[src/shared/ifeb_pkg.sv]
// Function
// RULE1 - one flag per source, reads one after its request, zero otherwise
// RULE2 - one enable per source, one permits the request, zero blocks it
// RULE3 - unimplemented bits read zero and ignore writes
// RULE4 - implemented flag and enable bits are read/write and reset to zero
// RULE5 - without CAN, CAN event, receive and transmit sources stay disabled
// RULE6 - without audio DAC, left and right DAC sources stay disabled
// RULE7 - flag register 1: comparator 2, I2C master 1, I2C slave 0
// RULE8 - flag register 2: DMA4 14, parallel 13, DMA3 4, CAN 3/2, SPI2 1/0
// RULE9 - flag register 3: RTC 14, DMA5 13, codec event 12, codec error 11
// RULE10 - flags 4: DAC 15/14, CAN tx 6, DMA7 5, DMA6 4, CRC 3, UARTs 2/1
// RULE11 - enable register 0: DMA1 14 down to capture1 at 1; the code also implements external interrupt 0 at bit 0
// RULE12 - request goes to the core only while flag and enable are both set
package ifeb_pkg;
   localparam int NREG = 5;
   localparam int RW = 16;
   localparam int DW = 32;
   localparam int AW = 8;
   localparam logic [RW-1:0] REG_RST = 16'h0000;
   localparam logic [NREG-1:0] STAT_RST = 5'h00;
   // byte address = page * 32 + index * 4
   localparam int IDX_LSB = 2;
   localparam int IDX_MSB = 4;
   localparam int PAGE_LSB = 5;
   localparam int PAGE_MSB = 7;
   localparam logic [2:0] FLAG_PAGE = 3'h0;
   localparam logic [2:0] EN_PAGE = 3'h1;
   localparam logic [2:0] EVT_PAGE = 3'h2;
   localparam logic [2:0] EVT_STAT_IDX = 3'h0;
   localparam logic [2:0] EVT_MASK_IDX = 3'h1;
   localparam logic [2:0] LAST_IDX = 3'h4;
   localparam int EXT_INT0_BIT = 0;
   localparam int CAPTURE1_EN = 1;
   localparam int COMPARE1_EN = 2;
   localparam int TIMER1_EN = 3;
   localparam int DMA_CH0_DONE_EN = 4;
   localparam int CAPTURE2_EN = 5;
   localparam int COMPARE2_EN = 6;
   localparam int TIMER2_EN = 7;
   localparam int TIMER3_EN = 8;
   localparam int SPI1_ERROR_EN = 9;
   localparam int SPI1_EVENT_EN = 10;
   localparam int UART1_RX_EN = 11;
   localparam int UART1_TX_EN = 12;
   localparam int ADC_DONE_EN = 13;
   localparam int DMA_CH1_DONE_EN = 14;
   localparam int I2C_SLAVE_EVENT_FLAG = 0;
   localparam int I2C_MASTER_EVENT_FLAG = 1;
   localparam int COMPARATOR_FLAG = 2;
   localparam int SPI2_ERROR_FLAG = 0;
   localparam int SPI2_EVENT_FLAG = 1;
   localparam int CAN_RX_READY_FLAG = 2;
   localparam int CAN_EVENT_FLAG = 3;
   localparam int DMA_CH3_DONE_FLAG = 4;
   localparam int PARALLEL_PORT_FLAG = 13;
   localparam int DMA_CH4_DONE_FLAG = 14;
   localparam int CODEC_IF_ERROR_FLAG = 11;
   localparam int CODEC_IF_EVENT_FLAG = 12;
   localparam int DMA_CH5_DONE_FLAG = 13;
   localparam int RTC_ALARM_FLAG = 14;
   localparam int UART1_ERROR_FLAG = 1;
   localparam int UART2_ERROR_FLAG = 2;
   localparam int CRC_DONE_FLAG = 3;
   localparam int DMA_CH6_DONE_FLAG = 4;
   localparam int DMA_CH7_DONE_FLAG = 5;
   localparam int CAN_TX_REQUEST_FLAG = 6;
   localparam int DAC_RIGHT_FLAG = 14;
   localparam int DAC_LEFT_FLAG = 15;
   localparam logic [RW-1:0] MASK0 = 16'((1 << DMA_CH1_DONE_EN) | (1 << ADC_DONE_EN) // RULE11
      | (1 << UART1_TX_EN) | (1 << UART1_RX_EN) | (1 << SPI1_EVENT_EN) | (1 << SPI1_ERROR_EN)
      | (1 << TIMER3_EN) | (1 << TIMER2_EN) | (1 << COMPARE2_EN) | (1 << CAPTURE2_EN)
      | (1 << DMA_CH0_DONE_EN) | (1 << TIMER1_EN) | (1 << COMPARE1_EN) | (1 << CAPTURE1_EN)
      | (1 << EXT_INT0_BIT));
   localparam logic [RW-1:0] MASK1 = 16'((1 << COMPARATOR_FLAG) // RULE7
      | (1 << I2C_MASTER_EVENT_FLAG) | (1 << I2C_SLAVE_EVENT_FLAG));
   localparam logic [RW-1:0] MASK2 = 16'((1 << DMA_CH4_DONE_FLAG) | (1 << PARALLEL_PORT_FLAG) // RULE8
      | (1 << DMA_CH3_DONE_FLAG) | (1 << CAN_EVENT_FLAG) | (1 << CAN_RX_READY_FLAG)
      | (1 << SPI2_EVENT_FLAG) | (1 << SPI2_ERROR_FLAG));
   localparam logic [RW-1:0] MASK3 = 16'((1 << RTC_ALARM_FLAG) | (1 << DMA_CH5_DONE_FLAG) // RULE9
      | (1 << CODEC_IF_EVENT_FLAG) | (1 << CODEC_IF_ERROR_FLAG));
   localparam logic [RW-1:0] MASK4 = 16'((1 << DAC_LEFT_FLAG) | (1 << DAC_RIGHT_FLAG) // RULE10
      | (1 << CAN_TX_REQUEST_FLAG) | (1 << DMA_CH7_DONE_FLAG) | (1 << DMA_CH6_DONE_FLAG)
      | (1 << CRC_DONE_FLAG) | (1 << UART2_ERROR_FLAG) | (1 << UART1_ERROR_FLAG));
   localparam logic [NREG-1:0][RW-1:0] IMPL_MASK = {MASK4, MASK3, MASK2, MASK1, MASK0};
   localparam logic [NREG-1:0][RW-1:0] CAN_BITS = {16'((1 << CAN_TX_REQUEST_FLAG)), 16'h0000,
      16'((1 << CAN_EVENT_FLAG) | (1 << CAN_RX_READY_FLAG)), 16'h0000, 16'h0000};
   localparam logic [NREG-1:0][RW-1:0] DAC_BITS = {16'((1 << DAC_LEFT_FLAG) | (1 << DAC_RIGHT_FLAG)),
      16'h0000, 16'h0000, 16'h0000, 16'h0000};
   typedef struct packed {
      logic [NREG-1:0][RW-1:0] w;
   } ifeb_bank_t;
endpackage

[src/rtl/ifeb_reg16.sv]
`timescale 1ns/100ps
module ifeb_reg16
   import ifeb_pkg::*;
#(
   parameter logic [RW-1:0] MASK = 16'hFFFF
) (
   input wire logic mclk_in,
   input wire logic rst_in,
   input wire logic ce_in,
   input wire logic we_in,
   input wire logic [RW-1:0] wdat_in,
   input wire logic [RW-1:0] wmask_in,
   input wire logic [RW-1:0] set_in,
   output logic [RW-1:0] q_out
);
   logic [RW-1:0] q_reg;
   logic [RW-1:0] q_next;
   wire [RW-1:0] wm = we_in ? wmask_in : REG_RST;

   // hardware set wins over a software clear in the same cycle
   assign q_next = MASK & ((q_reg & ~wm) | (wdat_in & wm) | set_in); // RULE1 RULE3 RULE4
   assign q_out = q_reg;

   always_ff @(posedge mclk_in or posedge rst_in) begin
      if (rst_in) begin
         q_reg <= REG_RST; // RULE4
      end else if (ce_in) begin
         q_reg <= q_next;
      end
   end
endmodule

[src/rtl/ifeb_top.sv]
// Our own choices: the placing of the registers and register access over Wishbone.
`timescale 1ns/100ps
module ifeb_top
   import ifeb_pkg::*;
#(
   parameter bit HAS_CAN = 1'b1,
   parameter bit HAS_DAC = 1'b1
) (
   input wire logic mclk_in,
   input wire logic rst_in,
   input wire logic ce_in,
   input wire logic wb_cyc_in,
   input wire logic wb_stb_in,
   input wire logic wb_we_in,
   input wire logic [AW-1:0] wb_adr_in,
   input wire logic [3:0] wb_sel_in,
   input wire logic [DW-1:0] wb_dat_in,
   output logic [DW-1:0] wb_dat_out,
   output logic wb_ack_out,
   input wire ifeb_bank_t src_set_in,
   output ifeb_bank_t req_out,
   output logic irq_out
);
   // enable bits of absent peripherals are not implemented at all
   localparam logic [NREG-1:0][RW-1:0] CAN_OFF = HAS_CAN ? '0 : CAN_BITS;
   localparam logic [NREG-1:0][RW-1:0] DAC_OFF = HAS_DAC ? '0 : DAC_BITS;
   localparam logic [NREG-1:0][RW-1:0] EN_MASK = IMPL_MASK & ~CAN_OFF & ~DAC_OFF; // RULE5 RULE6

   logic ack_reg;
   logic [DW-1:0] dat_reg;
   logic [DW-1:0] rd_word;
   logic [NREG-1:0][RW-1:0] flag_q;
   logic [NREG-1:0][RW-1:0] en_q;
   logic [NREG-1:0][RW-1:0] req_next;
   ifeb_bank_t req_reg;
   logic [NREG-1:0] stat_reg;
   logic [NREG-1:0] stat_next;
   logic [NREG-1:0] mask_reg;
   logic [NREG-1:0] mask_next;
   logic [NREG-1:0] evt;
   logic irq_reg;
   logic irq_next;

   // bus decode
   wire bus_req = wb_cyc_in & wb_stb_in;
   wire [2:0] page = wb_adr_in[PAGE_MSB:PAGE_LSB];
   wire [2:0] idx = wb_adr_in[IDX_MSB:IDX_LSB];
   wire idx_ok = idx <= LAST_IDX;
   wire hit_flag = (page == FLAG_PAGE) && idx_ok;
   wire hit_en = (page == EN_PAGE) && idx_ok;
   wire hit_stat = (page == EVT_PAGE) && (idx == EVT_STAT_IDX);
   wire hit_mask = (page == EVT_PAGE) && (idx == EVT_MASK_IDX);
   wire hit_any = hit_flag | hit_en | hit_stat | hit_mask;
   // a write lands on the edge where the master sees ack
   wire wr_fire = ce_in & bus_req & wb_we_in & ack_reg;
   wire [RW-1:0] wmask = {{8{wb_sel_in[1]}}, {8{wb_sel_in[0]}}};
   wire [NREG-1:0] wmask_s = wmask[NREG-1:0];
   wire [RW-1:0] wdat = wb_dat_in[RW-1:0];
   wire [NREG-1:0] wdat_s = wb_dat_in[NREG-1:0];
   wire stat_wr = wr_fire & hit_stat;
   wire mask_wr = wr_fire & hit_mask;

   // flag and enable banks
   genvar gi;
   generate
      for (gi = 0; gi < NREG; gi++) begin : g_bank
         ifeb_reg16 #(
            .MASK(IMPL_MASK[gi])
         ) u_flag (
            .mclk_in(mclk_in),
            .rst_in(rst_in),
            .ce_in(ce_in),
            .we_in(wr_fire && hit_flag && (idx == 3'(gi))),
            .wdat_in(wdat),
            .wmask_in(wmask),
            .set_in(src_set_in.w[gi]),
            .q_out(flag_q[gi])
         ); // RULE1 RULE4
         ifeb_reg16 #(
            .MASK(EN_MASK[gi])
         ) u_en (
            .mclk_in(mclk_in),
            .rst_in(rst_in),
            .ce_in(ce_in),
            .we_in(wr_fire && hit_en && (idx == 3'(gi))),
            .wdat_in(wdat),
            .wmask_in(wmask),
            .set_in(REG_RST),
            .q_out(en_q[gi])
         ); // RULE2 RULE4
         assign req_next[gi] = flag_q[gi] & en_q[gi]; // RULE12
         assign evt[gi] = |(req_next[gi] & ~req_reg.w[gi]);
      end
   endgenerate

   // read data; unmapped and unimplemented bits read zero
   assign rd_word = hit_flag ? {16'h0000, flag_q[idx]} : // RULE3
                    hit_en ? {16'h0000, en_q[idx]} :
                    hit_stat ? {27'h0000000, stat_reg} :
                    hit_mask ? {27'h0000000, mask_reg} :
                    32'h00000000;

   // event status: set wins over write-one-to-clear
   assign stat_next = (stat_reg & ~(stat_wr ? (wdat_s & wmask_s) : STAT_RST)) | evt;
   assign mask_next = mask_wr ? ((mask_reg & ~wmask_s) | (wdat_s & wmask_s)) : mask_reg;
   assign irq_next = |(stat_next & mask_next);

   always_ff @(posedge mclk_in or posedge rst_in) begin
      if (rst_in) begin
         ack_reg <= 1'b0;
         dat_reg <= 32'h00000000;
      end else if (ce_in) begin
         ack_reg <= bus_req & ~ack_reg;
         dat_reg <= rd_word;
      end
   end

   always_ff @(posedge mclk_in or posedge rst_in) begin
      if (rst_in) begin
         req_reg <= '0;
         stat_reg <= STAT_RST;
         mask_reg <= STAT_RST;
         irq_reg <= 1'b0;
      end else if (ce_in) begin
         req_reg.w <= req_next; // RULE12
         stat_reg <= stat_next;
         mask_reg <= mask_next;
         irq_reg <= irq_next;
      end
   end

   assign wb_ack_out = ack_reg;
   assign wb_dat_out = dat_reg;
   assign req_out = req_reg;
   assign irq_out = irq_reg;
endmodule

[config.mk]
export PLATFORM = sky130hd
export DESIGN_NAME = ifeb_top
export DESIGN_NICKNAME = d
export VERILOG_FILES = /design/src/shared/ifeb_pkg.sv /design/src/rtl/ifeb_reg16.sv /design/src/rtl/ifeb_top.sv
export SDC_FILE = /design/constraint.sdc
export NUM_CORES = 1
export LEC_CHECK = 0
export ABC_AREA = 1
export BUFFER_PORTS_ARGS = -buffer_cell sky130_fd_sc_hd__buf_4
export CORE_MARGIN = 5
export CORE_UTILIZATION = 50
export DETAILED_ROUTE_END_ITERATION = 12
export PLACE_DENSITY = 0.84
export SKIP_LAST_GASP = 1
export SLEW_MARGIN = 20
export SYNTH_ARGS = -nofsm -noshare
export SYNTH_HDL_FRONTEND = slang
export SYNTH_SLANG_ARGS = --single-unit
export TNS_END_PERCENT = 20
[constraint.sdc]
create_clock -name mclk_in -period 5.1 [get_ports mclk_in]
set_input_delay 0.255 -clock mclk_in [delete_from_list [all_inputs] [get_ports mclk_in]]
set_output_delay 0.255 -clock mclk_in [all_outputs]
set_load 0.05 [all_outputs]
==> flow_summary.ini <==
[status]
status = finished, violations left
violations = negative hold slack

[cells_and_area]
finalInstanceArea_um2 = 8592
antenna_cells = 0
utilization = 0.6142
drive_gt1_frac = 0.1643
fin_nets = 1164
synthToLayoutAreaGrowth_pct = 19.38
instances_no_fill = 1227

[power_and_ir_drop]
p_clk_frac = 0.454
power.internal_mw = 1.966
combPwrFrac = 0.124
seq_power_share = 0.421
p_sw_uw = 727.5
swShare = 0.2701
p_leak_nw = 4.345
cellPowerDensity_nw_per_um2 = 313.5
total_power_mw = 2.693
ir_drop_mv = 0.2514

[clocking]
clockBufferDepth = 2
cts_sinks = 139
cts-htree-levels = 4
cts_resized = 0
cts-root-buf = clkbuf_16
cts_made_buffers = 17
tritoncts = yes
postCtsSetupBuffers = 0
hold_buffers = 0
clk-insertion-delay-late_ns = 0.43
path_clk_slew_ns = 0.06

[setup_path]
crit_path_end_kind = register
worst-path-max-fanout = 13
cp.required_ns = 5.39
critPathKind = reg -> reg
start_kind = register
worst_ep_arrival_time_ns = 2.73

[grt]
antenna_found_initial = 0
grt_pass1_vias = 6072
overflow = 0
grt_use_total = 0.2404
grt_pass1_wl_mm = 31.22
grt_max_degree = 88

[timing]
hold_viol_final = 25
finalCritPeriodShare = 0.4798
tightestPinTransition_ns = 0.9810
fin_tns_setup_ns = 0
hold_ws_ns = -0.02741
maxSlewViolCount = 0
fmax_ghz = 0.4087
skew_ns = 0.006835
setup-violations-final = 0
slew_headroom = 0.3436
rsz0062_at_grt = false
period_needed_ns = 2.447

[place]
placedCellCount = 1195
placed_cell_area_um2 = 8010
gp_congestion = 0.9068
portBuffers = 121
hpwlAfterDp_mm = 14.69

[synth]
synth-edff-count = 0
synthSimpleGateAreaFrac = 0.2345
synth_compound_area_frac = 0.1495
yosysTopAreaCellShare = 0.4833
async_flop_share = 1.000
synth_xor_area_frac = 0
synthMuxAreaShare = 0.001391
syn_area_per_cell_um2 = 7.823
synth_cells = 920
synth_commonest_cells = nand2_1 (253), dfrtp_1 (139), inv_1 (93), o21ai_0 (89), nand3_1 (82)
synth_top_family_by_area = simple AND/OR/NAND/NOR gates
yosysWarningCount = 0
synthDistinctLibCells = 37
syn_area_um2 = 7197
netlist_top_cells_area = dfrtp_1 (48%), nand2_1 (13%), o21ai_0 (6.2%)
synth_top_cell_by_area = dfrtp_1
yosysMostFrequentCell = nand2_1
yosysSeqAreaShare = 0.4833
synth_flop_cell = dfrtp_1
synth-seq-cells = 139
yosys.area_share.adder = 0

[drt]
drt-initial-drc-count = 703
antenna_left = 0
first_pass_iters = 5
avgViaCountPerCell = 5.305
vias = 6509
drt_wl_total_mm = 20.31
drcViolationCount = 0
routedWlPerCell_um = 16.56

[floorplan]
core_area_um2 = 13990
die_area_um2 = 16890
rows = 43
ios = 244
chipWidth_um = 130.0
start_util = 0.5145
dieHeight_um = 130.0

[min_path]
hold_class = in -> async

[job]
max_cap_violations = 0
## worst paths after layout
path / startpoint / to / slack, ns / cells after the start
min reg2reg: wb_dat_out[10] / wb_dat_out[10] / 0.48 / 2
max in group asynchronous: rst_in / req_out[7] / 3.96 / 3
min in group mclk_in: src_set_in[8] / g_bank[0].u_flag.q_out[8] / 0.05 / 3
min: rst_in / wb_dat_out[5] / -0.03 / 2
max reg2reg: wb_ack_out / register / 2.65 / 9
max: wb_ack_out / register / 2.65 / 9
## worst max-delay path, stage by stage (launching register included)
cell	delay, ns
dfrtp_1	0.39
nand2_1	0.06
nor2_1	0.75
inv_1	0.19
nor2_4	0.19
inv_2	0.06
nor2_1	0.12
nand2_1	0.30
nand2_1	0.14
o21ai_1	0.09
## power by group through the flow
stage | Clock [mW] | Sequential [mW] | Combinational, mW
floorplan | 0 | 1.18 | 0.240
global placement | 0 | 1.15 | 0.330
detailed placement | 0 | 1.15 | 0.332
CTS | 1.23 | 1.13 | 0.333
global route | 1.28 | 1.14 | 0.362
finish | 1.22 | 1.13 | 0.335
## routing by layer
metal	GRT usage	part of all wire	vias to the layer above
li1	-	-	3120
met1	0.3346	0.43	3072
met2	0.3664	0.47	283
met3	0.05976	0.082	34
met4	0.08924	0.021	0
met5	0	0	-
## logic make-up after synthesis
kind of cell / count (synthesis)
other: 1
flip-flops: 139
AO/OA/AOI/OAI: 185
AND/OR/NAND/NOR: 407
multiplexers: 1
buffers and inverters: 187
## stage by stage
step                setup slack, ns  hold slack [ns]
finish                        2.653         -0.02741
global placement              2.356           0.4654
global route                  2.335          0.05710
CTS                           2.622          0.02001
floorplan                     1.120           0.3798
detailed placement            2.254           0.4690
## cell type report
type	instances	area (um^2)
clock inverter	8	90.09
timing repair buffer	124	930.9
inverter	100	380.4
tap	180	225.2
multi-input combinational	652	2995
clock buffer	24	491.7
fill	1220	5396
sequential	139	3478
## layout by cell type, fill, tap and decap left out, types with 2 or more instances in the layout
cell type and instances:
nor2_2 4, buf_4 124, nor3_1 4, o21ai_1 22
inv_1 92, conb_1 59, a21oi_1 22, o22ai_1 5
nand2_2 3, nand4_1 5, nand2_1 253, nor2_4 3
a22oi_1 9, clkinv_2 6, bufinv_16 2, dfrtp_1 139
clkbuf_16 17, o21ai_0 89, inv_2 6, a22o_1 7
clkbuf_8 4, clkbuf_1 3, o211ai_1 19, nand3_1 82
nor2_1 53, a32o_1 2
Power figures use the tool's default switching activity.
